`src/include/lacid_pkg.sv`:
```
// Shared constants for the latched accumulator-source and ID register group
package lacid_pkg;

  ////////////////////////////////////////////////////////////////////////////
  // Widths and channel layout
  localparam int LACID_ADDR_W = 8; // Register address width
  localparam int LACID_DATA_W = 8; // Register data width
  localparam int LACID_NUM_CH = 4; // Measurement channels
  localparam int LACID_SRC_W = 2; // Source field width per channel
  // Channel 1 sits in the top field, later channels step down
  localparam int LACID_CH1_LSB = 6;

  typedef logic [LACID_ADDR_W-1:0] lacid_addr_t;
  typedef logic [LACID_DATA_W-1:0] lacid_byte_t;

  // Accumulator source codes, declared order gives 00, 01, 10
  typedef enum logic [LACID_SRC_W-1:0] {
    LACID_SRC_POWER,
    LACID_SRC_SENSE,
    LACID_SRC_VBUS
  } lacid_src_e;

  ////////////////////////////////////////////////////////////////////////////
  // Register offsets
  localparam lacid_addr_t LACID_OFF_LATCHED = 8'h4b; // Latched sources
  localparam lacid_addr_t LACID_OFF_STATUS = 8'h80; // Dataset status
  localparam lacid_addr_t LACID_OFF_PART = 8'hfd; // Part code
  localparam lacid_addr_t LACID_OFF_MAKER = 8'hfe; // Maker code
  localparam lacid_addr_t LACID_OFF_REV = 8'hff; // Die revision

  // Values after reset
  localparam lacid_byte_t LACID_LATCHED_RST = 8'h00;
  localparam lacid_byte_t LACID_ACTIVE_RST = 8'h00;
  localparam lacid_byte_t LACID_RDATA_RST = 8'h00;

  // Status register fields
  localparam int LACID_STAT_VALID_BIT = 0; // Latched dataset valid
  localparam int LACID_STAT_BUSY_BIT = 1; // Settle timer running

  ////////////////////////////////////////////////////////////////////////////
  // Timing: result set settles this long after a refresh
  localparam int LACID_SETTLE_MS = 1;
  localparam int LACID_CLK_MHZ = 125;
  localparam int LACID_SETTLE_CYCLES = LACID_SETTLE_MS * 1000 * LACID_CLK_MHZ;

  ////////////////////////////////////////////////////////////////////////////
  // Lowest bit of a channel's source field, channel index from zero
  function automatic int lacid_ch_lsb(input int ch);
    lacid_ch_lsb = LACID_CH1_LSB - ch * LACID_SRC_W;
  endfunction

  // Reserved source code 11 is forced to zero in every field
  function automatic lacid_byte_t lacid_clean_cfg(input lacid_byte_t raw);
    lacid_byte_t res;
    res = raw;
    for (int ch = 0; ch < LACID_NUM_CH; ch++)
    begin
      if (raw[lacid_ch_lsb(ch) +: LACID_SRC_W] == 2'h3)
      begin
        res[lacid_ch_lsb(ch) +: LACID_SRC_W] = 2'h0;
      end
    end
    return res;
  endfunction

endpackage

```
`src/include/lacid_cfg_if.sv`:
```
`timescale 1ns/1ns
// Link between the register front end and the source-setting chain
interface lacid_cfg_if;
  import lacid_pkg::*;
  logic refresh; // One-cycle refresh command
  lacid_byte_t programmed; // Programmed, not yet active settings
  logic wr_latched; // Software write to latched copy
  lacid_byte_t wr_data; // Data for that write
  lacid_byte_t active; // Settings now in force
  lacid_byte_t latched; // Settings in force before last refresh

  modport ctrl (
    output refresh,
    output programmed,
    output wr_latched,
    output wr_data,
    input active,
    input latched
  );

  modport chain (
    input refresh,
    input programmed,
    input wr_latched,
    input wr_data,
    output active,
    output latched
  );
endinterface

```
`src/lacid_cfg_chain.sv`:
```
`timescale 1ns/1ns
// Per-channel active and latched accumulator source fields
module lacid_cfg_chain
(
  // Clock, reset, enable
  input wire logic clk_sys,
  input wire logic srst,
  input wire logic ce,
  // Front end link
  lacid_cfg_if.chain cfg
);
  import lacid_pkg::*;

  // Cleaned inputs, reserved codes never reach the fields
  lacid_byte_t prog_clean;
  lacid_byte_t wr_clean;

  assign prog_clean = lacid_clean_cfg(cfg.programmed);
  assign wr_clean = lacid_clean_cfg(cfg.wr_data);

  ////////////////////////////////////////////////////////////////////////////
  // One pair of fields per channel
  genvar ch;
  generate
    for (ch = 0; ch < LACID_NUM_CH; ch++)
    begin : g_ch
      localparam int LSB = lacid_ch_lsb(ch);
      logic [LACID_SRC_W-1:0] act_r; // Field now in force
      logic [LACID_SRC_W-1:0] lat_r; // Field before last refresh

      // Refresh shifts active into latched, programmed into active
      always_ff @(posedge clk_sys)
      begin
        if (srst)
        begin
          act_r <= LACID_ACTIVE_RST[LSB +: LACID_SRC_W];
          lat_r <= LACID_LATCHED_RST[LSB +: LACID_SRC_W];
        end
        else if (ce)
        begin
          if (cfg.refresh)
          begin
            // Refresh beats a software write in the same cycle
            lat_r <= act_r;
            act_r <= prog_clean[LSB +: LACID_SRC_W];
          end
          else if (cfg.wr_latched)
          begin
            lat_r <= wr_clean[LSB +: LACID_SRC_W];
          end
        end
      end

      // Field placement, channel 1 in the top bits
      assign cfg.active[LSB +: LACID_SRC_W] = act_r;
      assign cfg.latched[LSB +: LACID_SRC_W] = lat_r;
    end
  endgenerate

endmodule

```
`src/lacid_regs.sv`:
```
// Chosen here: the address-and-strobe port.
`timescale 1ns/1ns
// Notes on behaviour
// - Latched copy holds settings before last refresh.
// - Refresh: active to latched, programmed to active.
// - Latched copy describes the current result dataset.
// - Latched copy valid 1 ms after refresh.
// - Channel fields: ch1 7-6 down to ch4 1-0.
// - Codes: power, sense, bus; 11 reads zero.
// - Read-only eight-bit part code register.
// - Read-only eight-bit maker code register.
// - Read-only eight-bit die revision register.
module lacid_regs
#(
  // Settle time in cycles, shorten for simulation
  parameter int SETTLE_CYCLES = lacid_pkg::LACID_SETTLE_CYCLES,
  // Identification values, arbitrary neutral defaults
  parameter lacid_pkg::lacid_byte_t PART_CODE = 8'h5a,
  parameter lacid_pkg::lacid_byte_t MAKER_CODE = 8'h3c,
  parameter lacid_pkg::lacid_byte_t DIE_REV_CODE = 8'h01
)
(
  // Clock, reset, enable
  input wire logic clk_sys,
  input wire logic srst,
  input wire logic ce,
  // Register port
  input wire lacid_pkg::lacid_addr_t reg_addr,
  input wire lacid_pkg::lacid_byte_t reg_wdata,
  input wire logic reg_wr,
  input wire logic reg_rd,
  output lacid_pkg::lacid_byte_t reg_rdata,
  // Configuration side
  input wire lacid_pkg::lacid_byte_t prog_cfg,
  input wire logic refresh_cmd,
  output lacid_pkg::lacid_byte_t active_cfg,
  output logic latched_valid
);
  import lacid_pkg::*;

  // Counter sized to hold the full settle count
  localparam int CNT_W = $clog2(SETTLE_CYCLES + 1);
  localparam logic [CNT_W-1:0] CNT_LOAD = CNT_W'(SETTLE_CYCLES);
  localparam logic [CNT_W-1:0] CNT_ONE = CNT_W'(1);
  localparam logic [CNT_W-1:0] CNT_ZERO = '0;

  ////////////////////////////////////////////////////////////////////////////
  // Decode helpers

  // True when the address hits a write-accepting register
  function automatic logic lacid_is_writable(input lacid_addr_t a);
    lacid_is_writable = (a == LACID_OFF_LATCHED);
  endfunction

  ////////////////////////////////////////////////////////////////////////////
  // Internal state
  lacid_cfg_if cfg_link (); // Link to the field chain
  logic [CNT_W-1:0] settle_cnt_r; // Cycles left until results settle
  logic valid_r; // Latched copy matches the settled dataset
  lacid_byte_t rdata_r; // Read data, one cycle after strobe
  lacid_byte_t rdata_nxt; // Read mux output
  lacid_byte_t status_word; // Status register image
  logic wr_hit; // Write lands on the latched copy

  ////////////////////////////////////////////////////////////////////////////
  // Drive the chain
  // Only the latched copy accepts writes; ID and status drop them
  assign wr_hit = reg_wr & lacid_is_writable(reg_addr);
  assign cfg_link.refresh = refresh_cmd;
  assign cfg_link.programmed = prog_cfg;
  assign cfg_link.wr_latched = wr_hit;
  assign cfg_link.wr_data = reg_wdata;

  // Active and latched source fields
  lacid_cfg_chain u_chain
  (
    .clk_sys (clk_sys),
    .srst (srst),
    .ce (ce),
    .cfg (cfg_link.chain)
  );

  ////////////////////////////////////////////////////////////////////////////
  // Settle timer: the latched copy pairs with the result set, so both
  // become trustworthy only once the results have settled
  always_ff @(posedge clk_sys)
  begin
    if (srst)
    begin
      settle_cnt_r <= CNT_ZERO;
    end
    else if (ce)
    begin
      if (refresh_cmd)
      begin
        // A new refresh restarts the wait
        settle_cnt_r <= CNT_LOAD;
      end
      else if (settle_cnt_r != CNT_ZERO)
      begin
        settle_cnt_r <= settle_cnt_r - CNT_ONE;
      end
    end
  end

  // Valid flag: cleared by refresh, set when the wait runs out
  always_ff @(posedge clk_sys)
  begin
    if (srst)
    begin
      // No dataset exists before the first refresh
      valid_r <= 1'b0;
    end
    else if (ce)
    begin
      if (refresh_cmd)
      begin
        valid_r <= 1'b0;
      end
      else if (settle_cnt_r == CNT_ONE)
      begin
        valid_r <= 1'b1;
      end
    end
  end

  ////////////////////////////////////////////////////////////////////////////
  // Status image
  always_comb
  begin
    status_word = '0;
    status_word[LACID_STAT_VALID_BIT] = valid_r;
    status_word[LACID_STAT_BUSY_BIT] = (settle_cnt_r != CNT_ZERO);
  end

  // Read mux, unmapped addresses read zero
  always_comb
  begin
    case (reg_addr)
      LACID_OFF_LATCHED: rdata_nxt = cfg_link.latched;
      LACID_OFF_STATUS: rdata_nxt = status_word;
      LACID_OFF_PART: rdata_nxt = PART_CODE;
      LACID_OFF_MAKER: rdata_nxt = MAKER_CODE;
      LACID_OFF_REV: rdata_nxt = DIE_REV_CODE;
      default: rdata_nxt = LACID_RDATA_RST;
    endcase
  end

  // Read data stands only in the cycle after the strobe
  always_ff @(posedge clk_sys)
  begin
    if (srst)
    begin
      rdata_r <= LACID_RDATA_RST;
    end
    else if (ce)
    begin
      if (reg_rd)
      begin
        rdata_r <= rdata_nxt;
      end
      else
      begin
        rdata_r <= LACID_RDATA_RST;
      end
    end
  end

  ////////////////////////////////////////////////////////////////////////////
  // Outputs, each from a flip-flop
  assign reg_rdata = rdata_r;
  assign active_cfg = cfg_link.active;
  assign latched_valid = valid_r;

endmodule

```
`config.mk`:
```
export PLATFORM = sky130hd
export DESIGN_NAME = lacid_regs
export DESIGN_NICKNAME = d
export VERILOG_FILES = /design/src/include/lacid_pkg.sv /design/src/include/lacid_cfg_if.sv /design/src/lacid_cfg_chain.sv /design/src/lacid_regs.sv
export SDC_FILE = /design/constraint.sdc
export NUM_CORES = 1
export LEC_CHECK = 0
export ABC_AREA = 0
export BUFFER_PORTS_ARGS = -buffer_cell sky130_fd_sc_hd__buf_4
export CORE_MARGIN = 5
export CORE_UTILIZATION = 51
export DETAILED_ROUTE_END_ITERATION = 12
export GPL_TIMING_DRIVEN = 0
export PLACE_DENSITY = 0.75
export SYNTH_ARGS = -nofsm -noshare
export SYNTH_HDL_FRONTEND = slang
export SYNTH_HIERARCHICAL = 1
export SYNTH_SLANG_ARGS = --single-unit
```
`constraint.sdc`:
```
create_clock -name clk_sys -period 6.64 [get_ports clk_sys]
set_clock_uncertainty 0.1 [all_clocks]
set_input_delay 0.332 -clock clk_sys [delete_from_list [all_inputs] [get_ports clk_sys]]
set_output_delay 0.332 -clock clk_sys [all_outputs]
set_load 0.1 [all_outputs]
```
==> qor.yml <==
syn_to_final_growth_pct: 21.7
place_area_um2: 2570
async_reset_ff_share_pct: 0
dr.pass1.iters: 4
cp_num_cells: 9
wl_per_cell_um: 14.7
max_freq_mhz: 387
ys_seq_area_share_pct: 38.6
finalSetupTns_ps: 0
path_class: "reg -> reg"
arrival_ps: 2640
cts-root-buf: "clkbuf_8"
ir_drop_mv: 0.160
combPwrFrac_pct: 26.7
regToRegEndpoint: "settle_cnt_r[7]$_SDFFE_PP0P_"
period_needed_ps: 2590
synth-main-ff-cell: "dfxtp_1"
swShare_pct: 31.5
start_util_pct: 53.7
cts_buffers: 5
timing.rr.start: "settle_cnt_r[0]$_SDFFE_PP0P_"
drv_slew: 0
synth_area_per_cell_um2: 8.38
drt_iter0_drc: 120
boundaryPins: 47
dr_total_vias: 2090
tightest_slew_ps: 1110
drc_errors: 0
cts_tree: "done"
end_kind: "register"
io_buffers: 44
p_total_uw: 598
fp.coreArea_um2: 4060
crit_start: "settle_cnt_r[0]$_SDFFE_PP0P_"
status: "completed"
grt_pass1_vias: 1911
final_area_um2: 2650
clk_pin_slew_ps: 80
ys_types: 50
crit_buf_inv: 3
setup_viol: 0
maxCapViolCount: 0
rr_worst_depth: 9
synth.top_cell.area_share_pct: 38.6
mostFrequentLayoutCells: "44 x buf_4, 42 x dfxtp_1, 30 x nor2_1"
syn_area_um2: 2180
p_sw_uw: 188
crit_fanout: 10
cp_slowest_cell: "or4_4"
synth_area_leaders: "dfxtp_1 39%, nor2_1 5.2%, a21oi_1 4.8%, nor3_1 4.1%, nand2_1 3.3%"
layout-drive-gt1-share_pct: 20.9
diodes: 0
grt_max_degree: 13
holdBufCountCts: 0
synth_enable_flop_cells: 0
cts_sinks: 42
grt_first_pass_wirelength_mm: 8.70
clockPowerShare_pct: 25.5
max_stage_delay_ps: 510
power.internal_uw: 409
row_count: 23
p_seq_share_pct: 47.7
nets: 344
synth_cells: 260
cp-endpoint: "settle_cnt_r[7]$_SDFFE_PP0P_"
ant_nets: 0
crit_family: "simple AND/OR/NAND/NOR gates"
dieArea_um2: 5680
crit_top_cell: "buf_6"
crit_path_cell_trace: "inv_1 -> ha_1 -> or4b_1 -> or4_4 -> buf_6 -> buf_6 -> o211ai_1 -> xor2_1 -> nor2_1"
viasPerCell: 5.79
antenna_found_initial: 0
ys_ff_latch: 42
clock_latency_ps: 280
die_h_um: 75.4
leakagePower_nw: 1.03
grt_overflow: 0
hold_path.class: "in -> reg"
routed_wl_mm: 5.31
grtUsageTotal_pct: 19.5
start_kind: "register"
dp_hpwl_mm: 4.06
finalHoldViolCount: 0
min_period_over_period_pct: 38.9
cts_setup_buffers: 0
die_w_um: 75.4
powerDensity_nw_per_um2: 225
rsz0062_at_grt: "no"
r2r_slack_ps: 4050
htree_levels: 2
multiInputGateArea_um2: 1220
yosys_warnings: 6
fillCellCount: 349
layout_commonest_cell: "buf_4"
routabilityCongestion: 0.849
cts_max_path_buffers: 2
syn-num-nets: 293
yosys.area.top_type: "dfxtp_1"
cp.required_ps: 6700
maxSlewHeadroom_pct: 25.4
cts.repair.resized: 0
regArea_um2: 841
[registers in the layout (all words and copies together) (netlist names)]
name / cells
reg_rdata: 8
latched_valid: 1
u_chain/g_ch.lat_r: 8
u_chain/g_ch.act_r: 8
settle_cnt_r: 17
[metal layers]
metal / wire length [µm] / up-vias / track usage, %
li1: - / 1051 / -
met1: 2540 / 974 / 27.5
met2: 2350 / 59 / 30.1
met3: 356 / 6 / 3.96
met4: 60 / 0 / 5.44
met5: 0 / - / 0
[through the flow]
| stage | util [%] | setup WS [ps] | hold WS (ps) | instances |
|---|---|---|---|---|
| CTS | 65.3 | 4070 | 228 | 361 |
| floorplan | - | 4300 | 340 | 260 |
| detailed placement | 63.4 | 3790 | 358 | 354 |
| global route | 65.3 | 3910 | 234 | 361 |
| finish | 65.3 | 4050 | 236 | 361 |
| global placement | 63.4 | 3880 | 357 | 354 |
[how the worst min path moves through the flow]
stage / from / end / slack (ps) / depth (start not counted)
2_1_floorplan: settle_cnt_r[15]$_SDFFE_PP0P_ / settle_cnt_r[15]$_SDFFE_PP0P_ / 340 / 1
3_3_place_gp: reg_rdata[5]$_SDFFE_PP0P_ / reg_rdata[5]$_SDFFE_PP0P_ / 360 / 2
3_5_place_dp: reg_rdata[2]$_SDFFE_PP0P_ / reg_rdata[2]$_SDFFE_PP0P_ / 360 / 2
4_1_cts: prog_cfg[3] / u_chain/g_ch[2].act_r[0]$_SDFFE_PP0P_ / 230 / 3
5_1_grt: prog_cfg[2] / u_chain/g_ch[2].act_r[1]$_SDFFE_PP0P_ / 230 / 3
6_report: prog_cfg[4] / u_chain/g_ch[1].act_r[1]$_SDFFE_PP0P_ / 240 / 3
[cell families (layout without fill, tap and decap cells)]
family                   Yosys count  count (layout)  share of synthesized area (%)
AND/OR/NAND/NOR                  120             120                           30.3
AO/OA/AOI/OAI                     64              64                           19.9
flip-flops                        42              42                           38.6
buffers and inverters             21              72                           5.40
XOR/XNOR                          10              10                           4.02
adder cells (fa/ha/maj)            3               3                           1.72
[worst register-to-register path: stages (launching register included)]
cell	delay [ps]
dfxtp_1	350
inv_1	120
ha_1	150
or4b_1	490
or4_4	510
buf_6	150
buf_6	140
o211ai_1	220
xor2_1	170
nor2_1	60
[area by class of cell]
| class | count | area share (%) |
|---|---|---|
| tap | 50 | 2.36 |
| timing repair buffer | 44 | 12.5 |
| buffer | 16 | 3.73 |
| clock inverter | 2 | 0.378 |
| clock buffer | 5 | 2.60 |
| multi-input combinational | 197 | 46.0 |
| sequential | 42 | 31.7 |
| inverter | 5 | 0.708 |
[cell usage after synthesis (all sizes together) (2+ instances only)]
library cell  count
a31oi             2
or3               2
and3              3
a221o             2
buf              10
xnor2             4
xor2              6
o211ai            4
a311oi            2
a211oi            6
a22o              2
dfxtp            42
a21oi            21
nor3             18
o21a              4
nand4b            8
nor2             30
or2               2
a221oi            3
inv               5
nor4              7
nand2b            4
nor3b             9
nand2            19
ha                3
o21ai            11
a31o              2
or4               5
clkbuf            6
and2              8
[power groups by stage]
stage               clock, mW  combinational (mW)  sequential [mW]
finish                  0.153               0.160            0.285
global route            0.166               0.176            0.288
CTS                     0.156               0.159            0.285
detailed placement          0               0.157            0.291
global placement            0               0.153            0.291
floorplan                   0               0.107            0.298
(Power assumes the default switching activity.)
